--- config.mk ---
export PLATFORM = sky130hd
export DESIGN_NAME = scsp_command_processor
export DESIGN_NICKNAME = d
export VERILOG_FILES = /design/src/rtl/scsp_pkg.sv /design/src/rtl/scsp_command_processor.sv /design/src/rtl/scsp_record_ram.sv
export VERILOG_INCLUDE_DIRS = /design/src /design/src/rtl
export SDC_FILE = /design/constraint.sdc
export NUM_CORES = 2
export LEC_CHECK = 0
export BUFFER_PORTS_ARGS = -buffer_cell sky130_fd_sc_hd__buf_2
export CAP_MARGIN = 20
export CORE_AREA = 2 2 363 329
export CTS_CLUSTER_SIZE = 8
export DETAILED_ROUTE_END_ITERATION = 10
export DIE_AREA = 0 0 365 331
export PLACE_DENSITY = 0.67
export SETUP_SLACK_MARGIN = 0.05
export SLEW_MARGIN = 20
export SYNTH_ARGS = -nofsm -noshare
export SYNTH_HDL_FRONTEND = slang
export SYNTH_SLANG_ARGS = --single-unit
--- constraint.sdc ---
create_clock -name ref_clk -period 4.75 [get_ports ref_clk]
set_input_delay 1.1875 -clock ref_clk [delete_from_list [all_inputs] [get_ports ref_clk]]
set_output_delay 1.1875 -clock ref_clk [all_outputs]
set_load 0.05 [all_outputs]
--- src/rtl/scsp_map.svh ---
`ifndef SCSP_MAP_SVH
`define SCSP_MAP_SVH

// link timing
`define SCSP_CLK_HZ        25000000
`define SCSP_BAUD          4800
`define SCSP_OVS           4
`define SCSP_TICK_CYC      (`SCSP_CLK_HZ / (`SCSP_BAUD * `SCSP_OVS))
`define SCSP_REC_PERIOD_S  10
`define SCSP_REC_CYC       (`SCSP_CLK_HZ * `SCSP_REC_PERIOD_S)

// command framing
`define SCSP_FRM_SOH       8'h01
`define SCSP_FRM_STX       8'h02
`define SCSP_FRM_ETX       8'h03
`define SCSP_FRM_CR        8'h0d
`define SCSP_FRM_LF        8'h0a

// command byte 1 fields
`define SCSP_CSUM_LSB      0
`define SCSP_PAYLOAD_LSB   4

// command value fields and codes
`define SCSP_GRP_LSB       4
`define SCSP_STATE_BIT     3
`define SCSP_ID_LSB        0
`define SCSP_GRP_REG       4'h0
`define SCSP_GRP_THERM     4'h1
`define SCSP_GRP_ADC       4'h2
`define SCSP_CMD_REBOOT    8'hfa
`define SCSP_ADC_ON        4'h1
`define SCSP_ADC_OFF       4'h0

// execution status codes
`define SCSP_EXEC_NONE     16'h0000
`define SCSP_EXEC_DONE     16'h0001
`define SCSP_EXEC_NOOP     16'h0002

// status record layout
`define SCSP_REC_BYTES     88
`define SCSP_REC_LAST      7'd87
`define SCSP_CSUM_BYTE     7'd4
`define SCSP_CSUM_LAST     7'd7

// reset values
`define SCSP_RST_SEQ       32'h0000_0000

`endif

--- src/rtl/scsp_pkg.sv ---
package scsp_pkg;

    typedef enum logic [1:0] {
        RX_IDLE,
        RX_START,
        RX_DATA,
        RX_STOP
    } scsp_rx_state_t;

    typedef enum logic [2:0] {
        REC_IDLE,
        REC_FILL,
        REC_CSUM,
        REC_REQ,
        REC_LOAD
    } scsp_rec_state_t;

endpackage

--- src/rtl/scsp_command_processor.sv ---
`timescale 1ns/1ns
`include "scsp_map.svh"

module scsp_command_processor #(
    parameter int unsigned REC_PERIOD_CYC = `SCSP_REC_CYC,
    parameter int unsigned TICK_CYC       = `SCSP_TICK_CYC
) (
    input  wire logic         ref_clk,
    input  wire logic         sys_rst,
    input  wire logic         rxd,
    input  wire logic [3:0]   payloadId,
    input  wire logic [255:0] adcChan,
    input  wire logic [63:0]  regVolt,
    input  wire logic [63:0]  tempVal,
    input  wire logic [63:0]  errCode,
    input  wire logic         singleEvent,
    input  wire logic         doubleEvent,
    output logic              txd,
    output logic [7:0]        regRestart,
    output logic [7:0]        regDisable,
    output logic [7:0]        thermRestart,
    output logic [7:0]        thermDisable,
    output logic              adcResetStart,
    output logic              adcDisable,
    output logic              sysReboot,
    output logic              cmdAccepted,
    output logic              cmdRejected,
    output logic              recordBusy
);

    // tick length is a parameter so a short bit time can be run end to end
    localparam logic [10:0] TICK_LAST = 11'(TICK_CYC - 1);
    localparam logic [31:0] REC_LAST  = 32'(REC_PERIOD_CYC - 1);

    // command checksum: xor of payload nibble and both value nibbles
    function automatic logic [3:0] cmdSum(input logic [3:0] pay, input logic [7:0] val);
        cmdSum = pay ^ val[7:4] ^ val[3:0];
    endfunction

    // byte n of the record image, byte 0 in the top bits
    function automatic logic [7:0] recByte(input logic [703:0] img, input logic [6:0] idx);
        logic [703:0] sh;
        sh = img << {idx, 3'b000};
        recByte = sh[703:696];
    endfunction

    logic [10:0]                    tickCnt;
    logic                           ovsTick;
    logic                           rxS1;
    logic                           rxS2;
    logic                           rxS3;
    logic                           rxLine;
    scsp_pkg::scsp_rx_state_t       rxState;
    logic [1:0]                     rxPh;
    logic [2:0]                     rxBit;
    logic [7:0]                     rxShift;
    logic [7:0]                     rxByte;
    logic                           rxValid;
    logic [47:0]                    frameWin;
    logic [55:0]                    cand;
    logic [7:0]                     cmdB1;
    logic [7:0]                     cmdB2;
    logic                           frameHit;
    logic                           cmdGood;
    logic [15:0]                    lastCmd;
    logic [15:0]                    execStatus;
    logic                           txStart;
    logic [7:0]                     txByte;
    logic                           txBusy;
    logic [9:0]                     txShift;
    logic [3:0]                     txBitCnt;
    logic [1:0]                     txPh;
    logic [31:0]                    recTimer;
    logic                           recDue;
    scsp_pkg::scsp_rec_state_t      recState;
    logic [6:0]                     recIdx;
    logic [31:0]                    recSum;
    logic [31:0]                    seqNum;
    logic [47:0]                    singleCnt;
    logic [47:0]                    doubleCnt;
    logic [47:0]                    snapSingle;
    logic [47:0]                    snapDouble;
    logic [703:0]                   recImg;
    logic                           ramWrEn;
    logic [6:0]                     ramWrAddr;
    logic [7:0]                     ramWrData;
    logic [7:0]                     ramRdData;

    // oversample tick, four per bit period
    always_ff @(posedge ref_clk) begin
        if (sys_rst) begin
            tickCnt <= 11'h000;
            ovsTick <= 1'b0;
        end else if (tickCnt == TICK_LAST) begin
            tickCnt <= 11'h000;
            ovsTick <= 1'b1;
        end else begin
            tickCnt <= tickCnt + 11'h001;
            ovsTick <= 1'b0;
        end
    end

    // three-stage pin synchronizer; level moves only when stages two and three agree
    always_ff @(posedge ref_clk) begin
        if (sys_rst) begin
            rxS1   <= 1'b1;
            rxS2   <= 1'b1;
            rxS3   <= 1'b1;
            rxLine <= 1'b1;
        end else begin
            rxS1 <= rxd;
            rxS2 <= rxS1;
            rxS3 <= rxS2;
            if (rxS2 == rxS3) begin
                rxLine <= rxS3;
            end
        end
    end

    // receiver: start edge realigns the sample phase, so clock drift does not accumulate
    always_ff @(posedge ref_clk) begin
        if (sys_rst) begin
            rxState <= scsp_pkg::RX_IDLE;
            rxPh    <= 2'h0;
            rxBit   <= 3'h0;
            rxShift <= 8'h00;
            rxByte  <= 8'h00;
            rxValid <= 1'b0;
        end else begin
            rxValid <= 1'b0;
            if (ovsTick) begin
                case (rxState)
                    scsp_pkg::RX_IDLE: begin
                        rxPh <= 2'h0;
                        if (!rxLine) begin
                            rxState <= scsp_pkg::RX_START;
                        end
                    end
                    scsp_pkg::RX_START: begin
                        rxPh <= rxPh + 2'h1;
                        if (rxPh == 2'h1) begin
                            rxPh    <= 2'h0;
                            rxBit   <= 3'h0;
                            // glitch shorter than half a bit goes back to idle
                            rxState <= rxLine ? scsp_pkg::RX_IDLE : scsp_pkg::RX_DATA;
                        end
                    end
                    scsp_pkg::RX_DATA: begin
                        rxPh <= rxPh + 2'h1;
                        if (rxPh == 2'h3) begin
                            rxShift <= {rxLine, rxShift[7:1]}; // lsb first
                            rxBit   <= rxBit + 3'h1;
                            if (rxBit == 3'h7) begin
                                rxState <= scsp_pkg::RX_STOP;
                            end
                        end
                    end
                    scsp_pkg::RX_STOP: begin
                        rxPh <= rxPh + 2'h1;
                        if (rxPh == 2'h3) begin
                            rxState <= scsp_pkg::RX_IDLE;
                            if (rxLine) begin
                                rxByte  <= rxShift;
                                rxValid <= 1'b1;
                            end
                        end
                    end
                    default: begin
                        rxState <= scsp_pkg::RX_IDLE;
                    end
                endcase
            end
        end
    end

    // sliding seven-byte window; a frame is checked as its last byte lands
    assign cand     = {frameWin, rxByte};
    assign cmdB1    = cand[39:32];
    assign cmdB2    = cand[31:24];
    assign frameHit = (cand[55:48] == `SCSP_FRM_SOH) && (cand[47:40] == `SCSP_FRM_STX)
                   && (cand[23:16] == `SCSP_FRM_ETX) && (cand[15:8] == `SCSP_FRM_CR)
                   && (cand[7:0] == `SCSP_FRM_LF);
    assign cmdGood  = (cmdB1[`SCSP_PAYLOAD_LSB +: 4] == payloadId)
                   && (cmdB1[`SCSP_CSUM_LSB +: 4] == cmdSum(payloadId, cmdB2));

    always_ff @(posedge ref_clk) begin
        if (sys_rst) begin
            frameWin <= 48'h0000_0000_0000;
        end else if (rxValid) begin
            frameWin <= cand[47:0];
        end
    end

    // command decode and one-cycle action pulses
    always_ff @(posedge ref_clk) begin
        if (sys_rst) begin
            regRestart    <= 8'h00;
            regDisable    <= 8'h00;
            thermRestart  <= 8'h00;
            thermDisable  <= 8'h00;
            adcResetStart <= 1'b0;
            adcDisable    <= 1'b0;
            sysReboot     <= 1'b0;
            cmdAccepted   <= 1'b0;
            cmdRejected   <= 1'b0;
            lastCmd       <= 16'h0000;
            execStatus    <= `SCSP_EXEC_NONE;
        end else begin
            regRestart    <= 8'h00;
            regDisable    <= 8'h00;
            thermRestart  <= 8'h00;
            thermDisable  <= 8'h00;
            adcResetStart <= 1'b0;
            adcDisable    <= 1'b0;
            sysReboot     <= 1'b0;
            cmdAccepted   <= 1'b0;
            cmdRejected   <= 1'b0;
            if (rxValid && frameHit) begin
                lastCmd <= {cmdB1, cmdB2};
                if (!cmdGood) begin
                    cmdRejected <= 1'b1;
                    execStatus  <= `SCSP_EXEC_NONE;
                end else begin
                    cmdAccepted <= 1'b1;
                    execStatus  <= `SCSP_EXEC_DONE;
                    if (cmdB2 == `SCSP_CMD_REBOOT) begin
                        sysReboot <= 1'b1;
                    end else begin
                        case (cmdB2[`SCSP_GRP_LSB +: 4])
                            `SCSP_GRP_REG: begin
                                regRestart[cmdB2[`SCSP_ID_LSB +: 3]] <= cmdB2[`SCSP_STATE_BIT];
                                regDisable[cmdB2[`SCSP_ID_LSB +: 3]] <= !cmdB2[`SCSP_STATE_BIT];
                            end
                            `SCSP_GRP_THERM: begin
                                thermRestart[cmdB2[`SCSP_ID_LSB +: 3]] <= cmdB2[`SCSP_STATE_BIT];
                                thermDisable[cmdB2[`SCSP_ID_LSB +: 3]] <= !cmdB2[`SCSP_STATE_BIT];
                            end
                            `SCSP_GRP_ADC: begin
                                if (cmdB2[3:0] == `SCSP_ADC_ON) begin
                                    adcResetStart <= 1'b1;
                                end else if (cmdB2[3:0] == `SCSP_ADC_OFF) begin
                                    adcDisable <= 1'b1;
                                end else begin
                                    execStatus <= `SCSP_EXEC_NOOP;
                                end
                            end
                            default: begin
                                execStatus <= `SCSP_EXEC_NOOP;
                            end
                        endcase
                    end
                end
            end
        end
    end

    // transmitter: four ticks per bit, start and stop framing
    always_ff @(posedge ref_clk) begin
        if (sys_rst) begin
            txd      <= 1'b1;
            txBusy   <= 1'b0;
            txShift  <= 10'h3ff;
            txBitCnt <= 4'h0;
            txPh     <= 2'h0;
        end else if (!txBusy) begin
            txd <= 1'b1;
            if (txStart) begin
                txShift  <= {1'b1, txByte, 1'b0};
                txBitCnt <= 4'h0;
                txPh     <= 2'h0;
                txBusy   <= 1'b1;
            end
        end else if (ovsTick) begin
            txd  <= txShift[0];
            txPh <= txPh + 2'h1;
            if (txPh == 2'h3) begin
                txShift  <= {1'b1, txShift[9:1]};
                txBitCnt <= txBitCnt + 4'h1;
                if (txBitCnt == 4'h9) begin
                    txBusy <= 1'b0;
                end
            end
        end
    end

    // ten second record period
    always_ff @(posedge ref_clk) begin
        if (sys_rst) begin
            recTimer <= 32'h0000_0000;
            recDue   <= 1'b0;
        end else if (recTimer == REC_LAST) begin
            recTimer <= 32'h0000_0000;
            recDue   <= 1'b1;
        end else begin
            recTimer <= recTimer + 32'h0000_0001;
            if (recState == scsp_pkg::REC_IDLE) begin
                recDue <= 1'b0;
            end
        end
    end

    // interval counters; an event in the snapshot cycle opens the new interval
    always_ff @(posedge ref_clk) begin
        if (sys_rst) begin
            singleCnt  <= 48'h0000_0000_0000;
            doubleCnt  <= 48'h0000_0000_0000;
            snapSingle <= 48'h0000_0000_0000;
            snapDouble <= 48'h0000_0000_0000;
        end else if (recDue && recState == scsp_pkg::REC_IDLE) begin
            snapSingle <= singleCnt;
            snapDouble <= doubleCnt;
            singleCnt  <= {47'h0, singleEvent};
            doubleCnt  <= {47'h0, doubleEvent};
        end else begin
            singleCnt <= singleCnt + {47'h0, singleEvent};
            doubleCnt <= doubleCnt + {47'h0, doubleEvent};
        end
    end

    // record image; regulator readings sit in the low half of four-byte slots
    assign recImg = {seqNum, 32'h0000_0000, adcChan,
                     16'h0000, regVolt[63:48], 16'h0000, regVolt[47:32],
                     16'h0000, regVolt[31:16], 16'h0000, regVolt[15:0], tempVal,
                     snapSingle, snapDouble, errCode, lastCmd, execStatus};

    // record sequencer: fill buffer, patch checksum, then stream out
    always_ff @(posedge ref_clk) begin
        if (sys_rst) begin
            recState   <= scsp_pkg::REC_IDLE;
            recIdx     <= 7'h00;
            recSum     <= 32'h0000_0000;
            seqNum     <= `SCSP_RST_SEQ;
            ramWrEn    <= 1'b0;
            ramWrAddr  <= 7'h00;
            ramWrData  <= 8'h00;
            txStart    <= 1'b0;
            txByte     <= 8'h00;
            recordBusy <= 1'b0;
        end else begin
            ramWrEn <= 1'b0;
            txStart <= 1'b0;
            case (recState)
                scsp_pkg::REC_IDLE: begin
                    recordBusy <= 1'b0;
                    recIdx     <= 7'h00;
                    recSum     <= 32'h0000_0000;
                    if (recDue) begin
                        recordBusy <= 1'b1;
                        recState   <= scsp_pkg::REC_FILL;
                    end
                end
                scsp_pkg::REC_FILL: begin
                    // live inputs are sampled across 88 cycles, not one instant
                    ramWrEn   <= 1'b1;
                    ramWrAddr <= recIdx;
                    ramWrData <= recByte(recImg, recIdx);
                    recSum    <= recSum + {24'h0, recByte(recImg, recIdx)};
                    recIdx    <= recIdx + 7'h01;
                    if (recIdx == `SCSP_REC_LAST) begin
                        recIdx   <= `SCSP_CSUM_BYTE;
                        recState <= scsp_pkg::REC_CSUM;
                    end
                end
                scsp_pkg::REC_CSUM: begin
                    ramWrEn   <= 1'b1;
                    ramWrAddr <= recIdx;
                    ramWrData <= recByte({recSum, 672'h0}, recIdx - `SCSP_CSUM_BYTE);
                    recIdx    <= recIdx + 7'h01;
                    if (recIdx == `SCSP_CSUM_LAST) begin
                        recIdx   <= 7'h00;
                        recState <= scsp_pkg::REC_REQ;
                    end
                end
                scsp_pkg::REC_REQ: begin
                    recState <= scsp_pkg::REC_LOAD; // read data lands next cycle
                end
                scsp_pkg::REC_LOAD: begin
                    if (!txBusy && !txStart) begin
                        txStart <= 1'b1;
                        txByte  <= ramRdData;
                        recIdx  <= recIdx + 7'h01;
                        if (recIdx == `SCSP_REC_LAST) begin
                            seqNum   <= seqNum + 32'h0000_0001;
                            recState <= scsp_pkg::REC_IDLE;
                        end else begin
                            recState <= scsp_pkg::REC_REQ;
                        end
                    end
                end
                default: begin
                    recState <= scsp_pkg::REC_IDLE;
                end
            endcase
        end
    end

    scsp_record_ram u_ram (
        .ref_clk (ref_clk),
        .wrEn    (ramWrEn),
        .wrAddr  (ramWrAddr),
        .wrData  (ramWrData),
        .rdAddr  (recIdx),
        .rdData  (ramRdData)
    );

endmodule

--- src/rtl/scsp_record_ram.sv ---
`timescale 1ns/1ns

module scsp_record_ram (
    input  wire logic       ref_clk,
    input  wire logic       wrEn,
    input  wire logic [6:0] wrAddr,
    input  wire logic [7:0] wrData,
    input  wire logic [6:0] rdAddr,
    output logic      [7:0] rdData
);

    logic [7:0] mem [0:87];

    // one write port, registered read
    always_ff @(posedge ref_clk) begin
        if (wrEn) begin
            mem[wrAddr] <= wrData;
        end
        rdData <= mem[rdAddr];
    end

endmodule

==> metrics.txt <==
net count of the mapped netlist=4,616; fmax=221 MHz; dpl hpwl=113,000 microns; data required time at the worst endpoint=5.43 ns; Detailed Route Iter0 Violations=4,489; DRC Markers=0; category of the critical setup timing path=reg -> reg; total routing usage reported by global routing=26.6%; CTS clock-pin slew for the worst setup and hold paths=0.05 ns; top cells by area in the synthesized netlist=sky130_fd_sc_hd__edfxtp_1 40%, sky130_fd_sc_hd__dfxtp_1 19%, sky130_fd_sc_hd__mux4_2 11%; startpoint of the lowest-slack hold path=u_ram.rdData[7]$_DFF_P_; cell class contributing the biggest share of worst-path delay=compound AO/OA/AOI/OAI gates; startpoint type of the worst setup path=register; Min Clock Period, post-route=4.53 ns; CTS root buf=sky130_fd_sc_hd__clkbuf_16; most frequent cells after synthesis=704 x sky130_fd_sc_hd__edfxtp_1, 493 x sky130_fd_sc_hd__dfxtp_1, 441 x sky130_fd_sc_hd__nand2_1; initial antenna violation count=14; Clock Skews=0.0451 ns; count of endpoints failing hold in the final timing report=0; Via density=5.94; clock tree from TritonCTS=done; area growth from synthesis to final layout=18.4%; number of warnings issued by yosys=0; effective utilization at floorplan=44.9%; antenna-violating nets left=0; static leakage power=20.8 nW; most common cell in the synthesized netlist=sky130_fd_sc_hd__edfxtp_1; wire length per cell after detailed routing=25.7 microns; result of the run=finished, final reports clean; floorplan die area=0.121 sq mm; cell-by-cell listing of the critical path=buf_12 > buf_12 > mux4_2 > a21oi_1 > a21oi_1 > buf_4 > o31a_1 > ha_1 > o21ai_0 > a21oi_1 > o21ai_1 > buf_4 > or4_1 > a21oi_1; setup violation total in the final timing report=0; share of cells above drive strength 1=24.8%; largest net degree at the start of global routing=90; startpoint of the worst-slack reg-to-reg timing path=recIdx[0]$_SDFFE_PP0P_; Reg2Reg Setup Slack=0.22 ns; endpoint kind of the worst setup timing path=register; number of enable-type register cells in the synthesized netlist=704; cell with the biggest individual delay on the critical path=sky130_fd_sc_hd__a21oi_1; placement-stage cell area=0.0573 sq mm; Ports=496; core area=0.117 sq mm; # port buffers=495; Final GP Congestion=0.950; number of flip-flops and latches in the synthesized netlist=1,197; wire length reported by the detailed router=163,000 microns; count of different cell masters after synthesis=77; die span in x=365 microns; worst path arrival time=5.20 ns; wire length of the first global-routing pass=235,000 microns; share of the clock period used by the worst path after layout=95.3%; Max Buffers Root-to-Sink=3; Post-Syn Area=0.0524 sq mm; end point of the most critical hold path=txByte[7]$_SDFFE_PP0P_; net total in the final layout=5,193; number of slew-limit violations in the final report=0; cell count of the worst reg-to-reg path=14; Slew @ Worst Pin=1.13 ns; vias after detailed routing=37,700; met3 usage=7.30%; number of global-route vias before repair=35,800; max-cap check violation count=0; number of buffers added by the clock tree synthesis step=168; global route total overflow=0; Worst Hold Depth=2; fraction of registers with async set or reset after synthesis=0%; number of sinks on the clock net=1,197; Chip Height=331 microns; highest-utilization routing layer at the global route stage=met2; detailed-routing iteration count for the pre-antenna-repair pass=6; Rel. slew slack=24.9%; Skew-Pair Late Insertion Delay=0.80 ns; Seq/Total Area, Yosys=59.2%; post-route design area=0.0621 sq mm; Power Density=360 mW/mm^2; RSZ-0062 raised after global routing=false; WP buf/inv=4; capture instance of the worst register-to-register path=recSum[26]$_SDFFE_PP0P_; met2 usage=40.5%; type of the most critical hold path=reg -> reg; ys flop type=sky130_fd_sc_hd__edfxtp_1; largest fanout on the critical path=26; pre-CTS worst setup slack=-0.179 ns; CTS Hold Buffers Added=0; proportion of netlist area held by the largest area contributor=40.3%; Crit path largest cell delay=0.62 ns; number of levels the H-tree was split into=4; Avg Synthesized Cell Area=12.7 sq um; Final WS setup=0.225 ns; number of cells produced by synthesis=4,130; VDD IR max=0.301 mV; cell repeated most along the worst path=sky130_fd_sc_hd__a21oi_1; met1 Usage GRT=36.7%; count of standard-cell rows=119; cell taking the most area after synthesis=sky130_fd_sc_hd__edfxtp_1
power breakdown:
| group | total [mW] | switching (mW) | internal [mW] | leakage (nW) |
|---|---|---|---|---|
| clock | 11.0 | 4.44 | 6.53 | 2.29 |
| combinational | 0.449 | 0.236 | 0.213 | 8.08 |
| sequential | 10.9 | 0.00844 | 10.9 | 10.4 |
worst max-delay path by stage:
stage | start | end | slack, ns | depth (start not counted)
global placement | adcChan[38] | recSum[28]$_SDFFE_PP0P_ | -0.38 | 14
detailed placement | adcChan[129] | recSum[31]$_SDFFE_PP0P_ | -0.18 | 15
CTS | recIdx[0]$_SDFFE_PP0P_ | recSum[26]$_SDFFE_PP0P_ | 0.14 | 15
global route | recIdx[0]$_SDFFE_PP0P_ | recSum[19]$_SDFFE_PP0P_ | 0.06 | 12
finish | recIdx[0]$_SDFFE_PP0P_ | recSum[26]$_SDFFE_PP0P_ | 0.22 | 14
floorplan | tempVal[34] | recSum[16]$_SDFFE_PP0P_ | 0.39 | 14
worst register-to-register path, stage by stage, from the launching register on:
cell	delay, ns
sky130_fd_sc_hd__dfxtp_4	0.52
sky130_fd_sc_hd__buf_12	0.23
sky130_fd_sc_hd__buf_12	0.24
sky130_fd_sc_hd__mux4_2	0.55
sky130_fd_sc_hd__a21oi_1	0.62
sky130_fd_sc_hd__a21oi_1	0.19
sky130_fd_sc_hd__buf_4	0.17
sky130_fd_sc_hd__o31a_1	0.29
sky130_fd_sc_hd__ha_1	0.33
sky130_fd_sc_hd__o21ai_0	0.08
sky130_fd_sc_hd__a21oi_1	0.22
sky130_fd_sc_hd__o21ai_1	0.09
sky130_fd_sc_hd__buf_4	0.21
sky130_fd_sc_hd__or4_1	0.52
sky130_fd_sc_hd__a21oi_1	0.16
registers in the layout (all words and copies together) (netlist names), 9 cells and up, named ones only:
signal,cells
tickCnt,11
recTimer,32
snapDouble,48
u_ram.mem,704
recSum,32
snapSingle,48
txShift,9
frameWin,48
seqNum,32
lastCmd,16
singleCnt,48
doubleCnt,48
final cells by class:
type / instances / area (sq um)
inverters: 42 / 158
fillers: 9900 / 54700
clock buffers: 214 / 4430
flip-flops and latches: 1197 / 31000
well taps: 1573 / 1970
multi-input cells: 2635 / 20200
repair buffers: 663 / 3920
diodes: 5 / 12.5
clock inverters: 15 / 308
layout by cell type, fill, tap and decap left out, types with 38 or more instances in the layout:
master	instances
sky130_fd_sc_hd__a21oi_1	253
sky130_fd_sc_hd__buf_2	494
sky130_fd_sc_hd__nor3_1	40
sky130_fd_sc_hd__mux4_2	260
sky130_fd_sc_hd__xor2_1	97
sky130_fd_sc_hd__nand2_1	440
sky130_fd_sc_hd__nand4_1	58
sky130_fd_sc_hd__clkbuf_1	42
sky130_fd_sc_hd__mux2i_1	243
sky130_fd_sc_hd__dfxtp_1	478
sky130_fd_sc_hd__clkbuf_16	169
sky130_fd_sc_hd__nand3_1	123
sky130_fd_sc_hd__a22oi_1	76
sky130_fd_sc_hd__buf_4	153
sky130_fd_sc_hd__xnor2_1	77
sky130_fd_sc_hd__inv_1	38
sky130_fd_sc_hd__and3_1	44
sky130_fd_sc_hd__o21ai_0	72
sky130_fd_sc_hd__edfxtp_1	704
sky130_fd_sc_hd__nor2_1	428
logic make-up (layout without fill, tap and decap cells):
kind of cell | after synthesis | in the layout | synth area share [%]
other cells | 0 | 5 | 0
simple gates | 1352 | 1352 | 12.0
fa+ha+maj | 29 | 29 | 0.706
xor+xnor | 174 | 174 | 2.91
flops | 1197 | 1197 | 59.2
mux | 520 | 520 | 16.2
compound gates | 560 | 560 | 6.55
buf+inv | 298 | 934 | 2.51
repair_timing:
action	in CTS	in global routing
setup buffers	0	0
cloned	0	0
pin swaps	0	1
resized for setup	1	8
setup endpoints to repair	1	22
stage by stage:
| step | utilization [%] | hold WS [ns] | setup TNS (ns) | std cells | power (mW) |
|---|---|---|---|---|---|
| after floorplan | - | 0.389 | 0 | 4130 | 11.2 |
| after global placement | 49.0 | 0.423 | -6.09 | 6110 | 11.5 |
| after detailed placement | 49.1 | 0.427 | -2.62 | 6110 | 11.5 |
| after CTS | 53.1 | 0.435 | 0 | 6339 | 22.4 |
| after global routing | 53.2 | 0.452 | 0 | 6340 | 22.9 |
| final | 53.2 | 0.436 | 0 | 6344 | 22.3 |
metal layers:
metal / part of all wire (%) / vias up
met1: 41 / 18600
met4: 3.1 / 6
met2: 45 / 2143
li1: - / 16600
met5: 0.021 / -
met3: 11 / 294
Note: power is estimated with default switching activity, not from simulation.
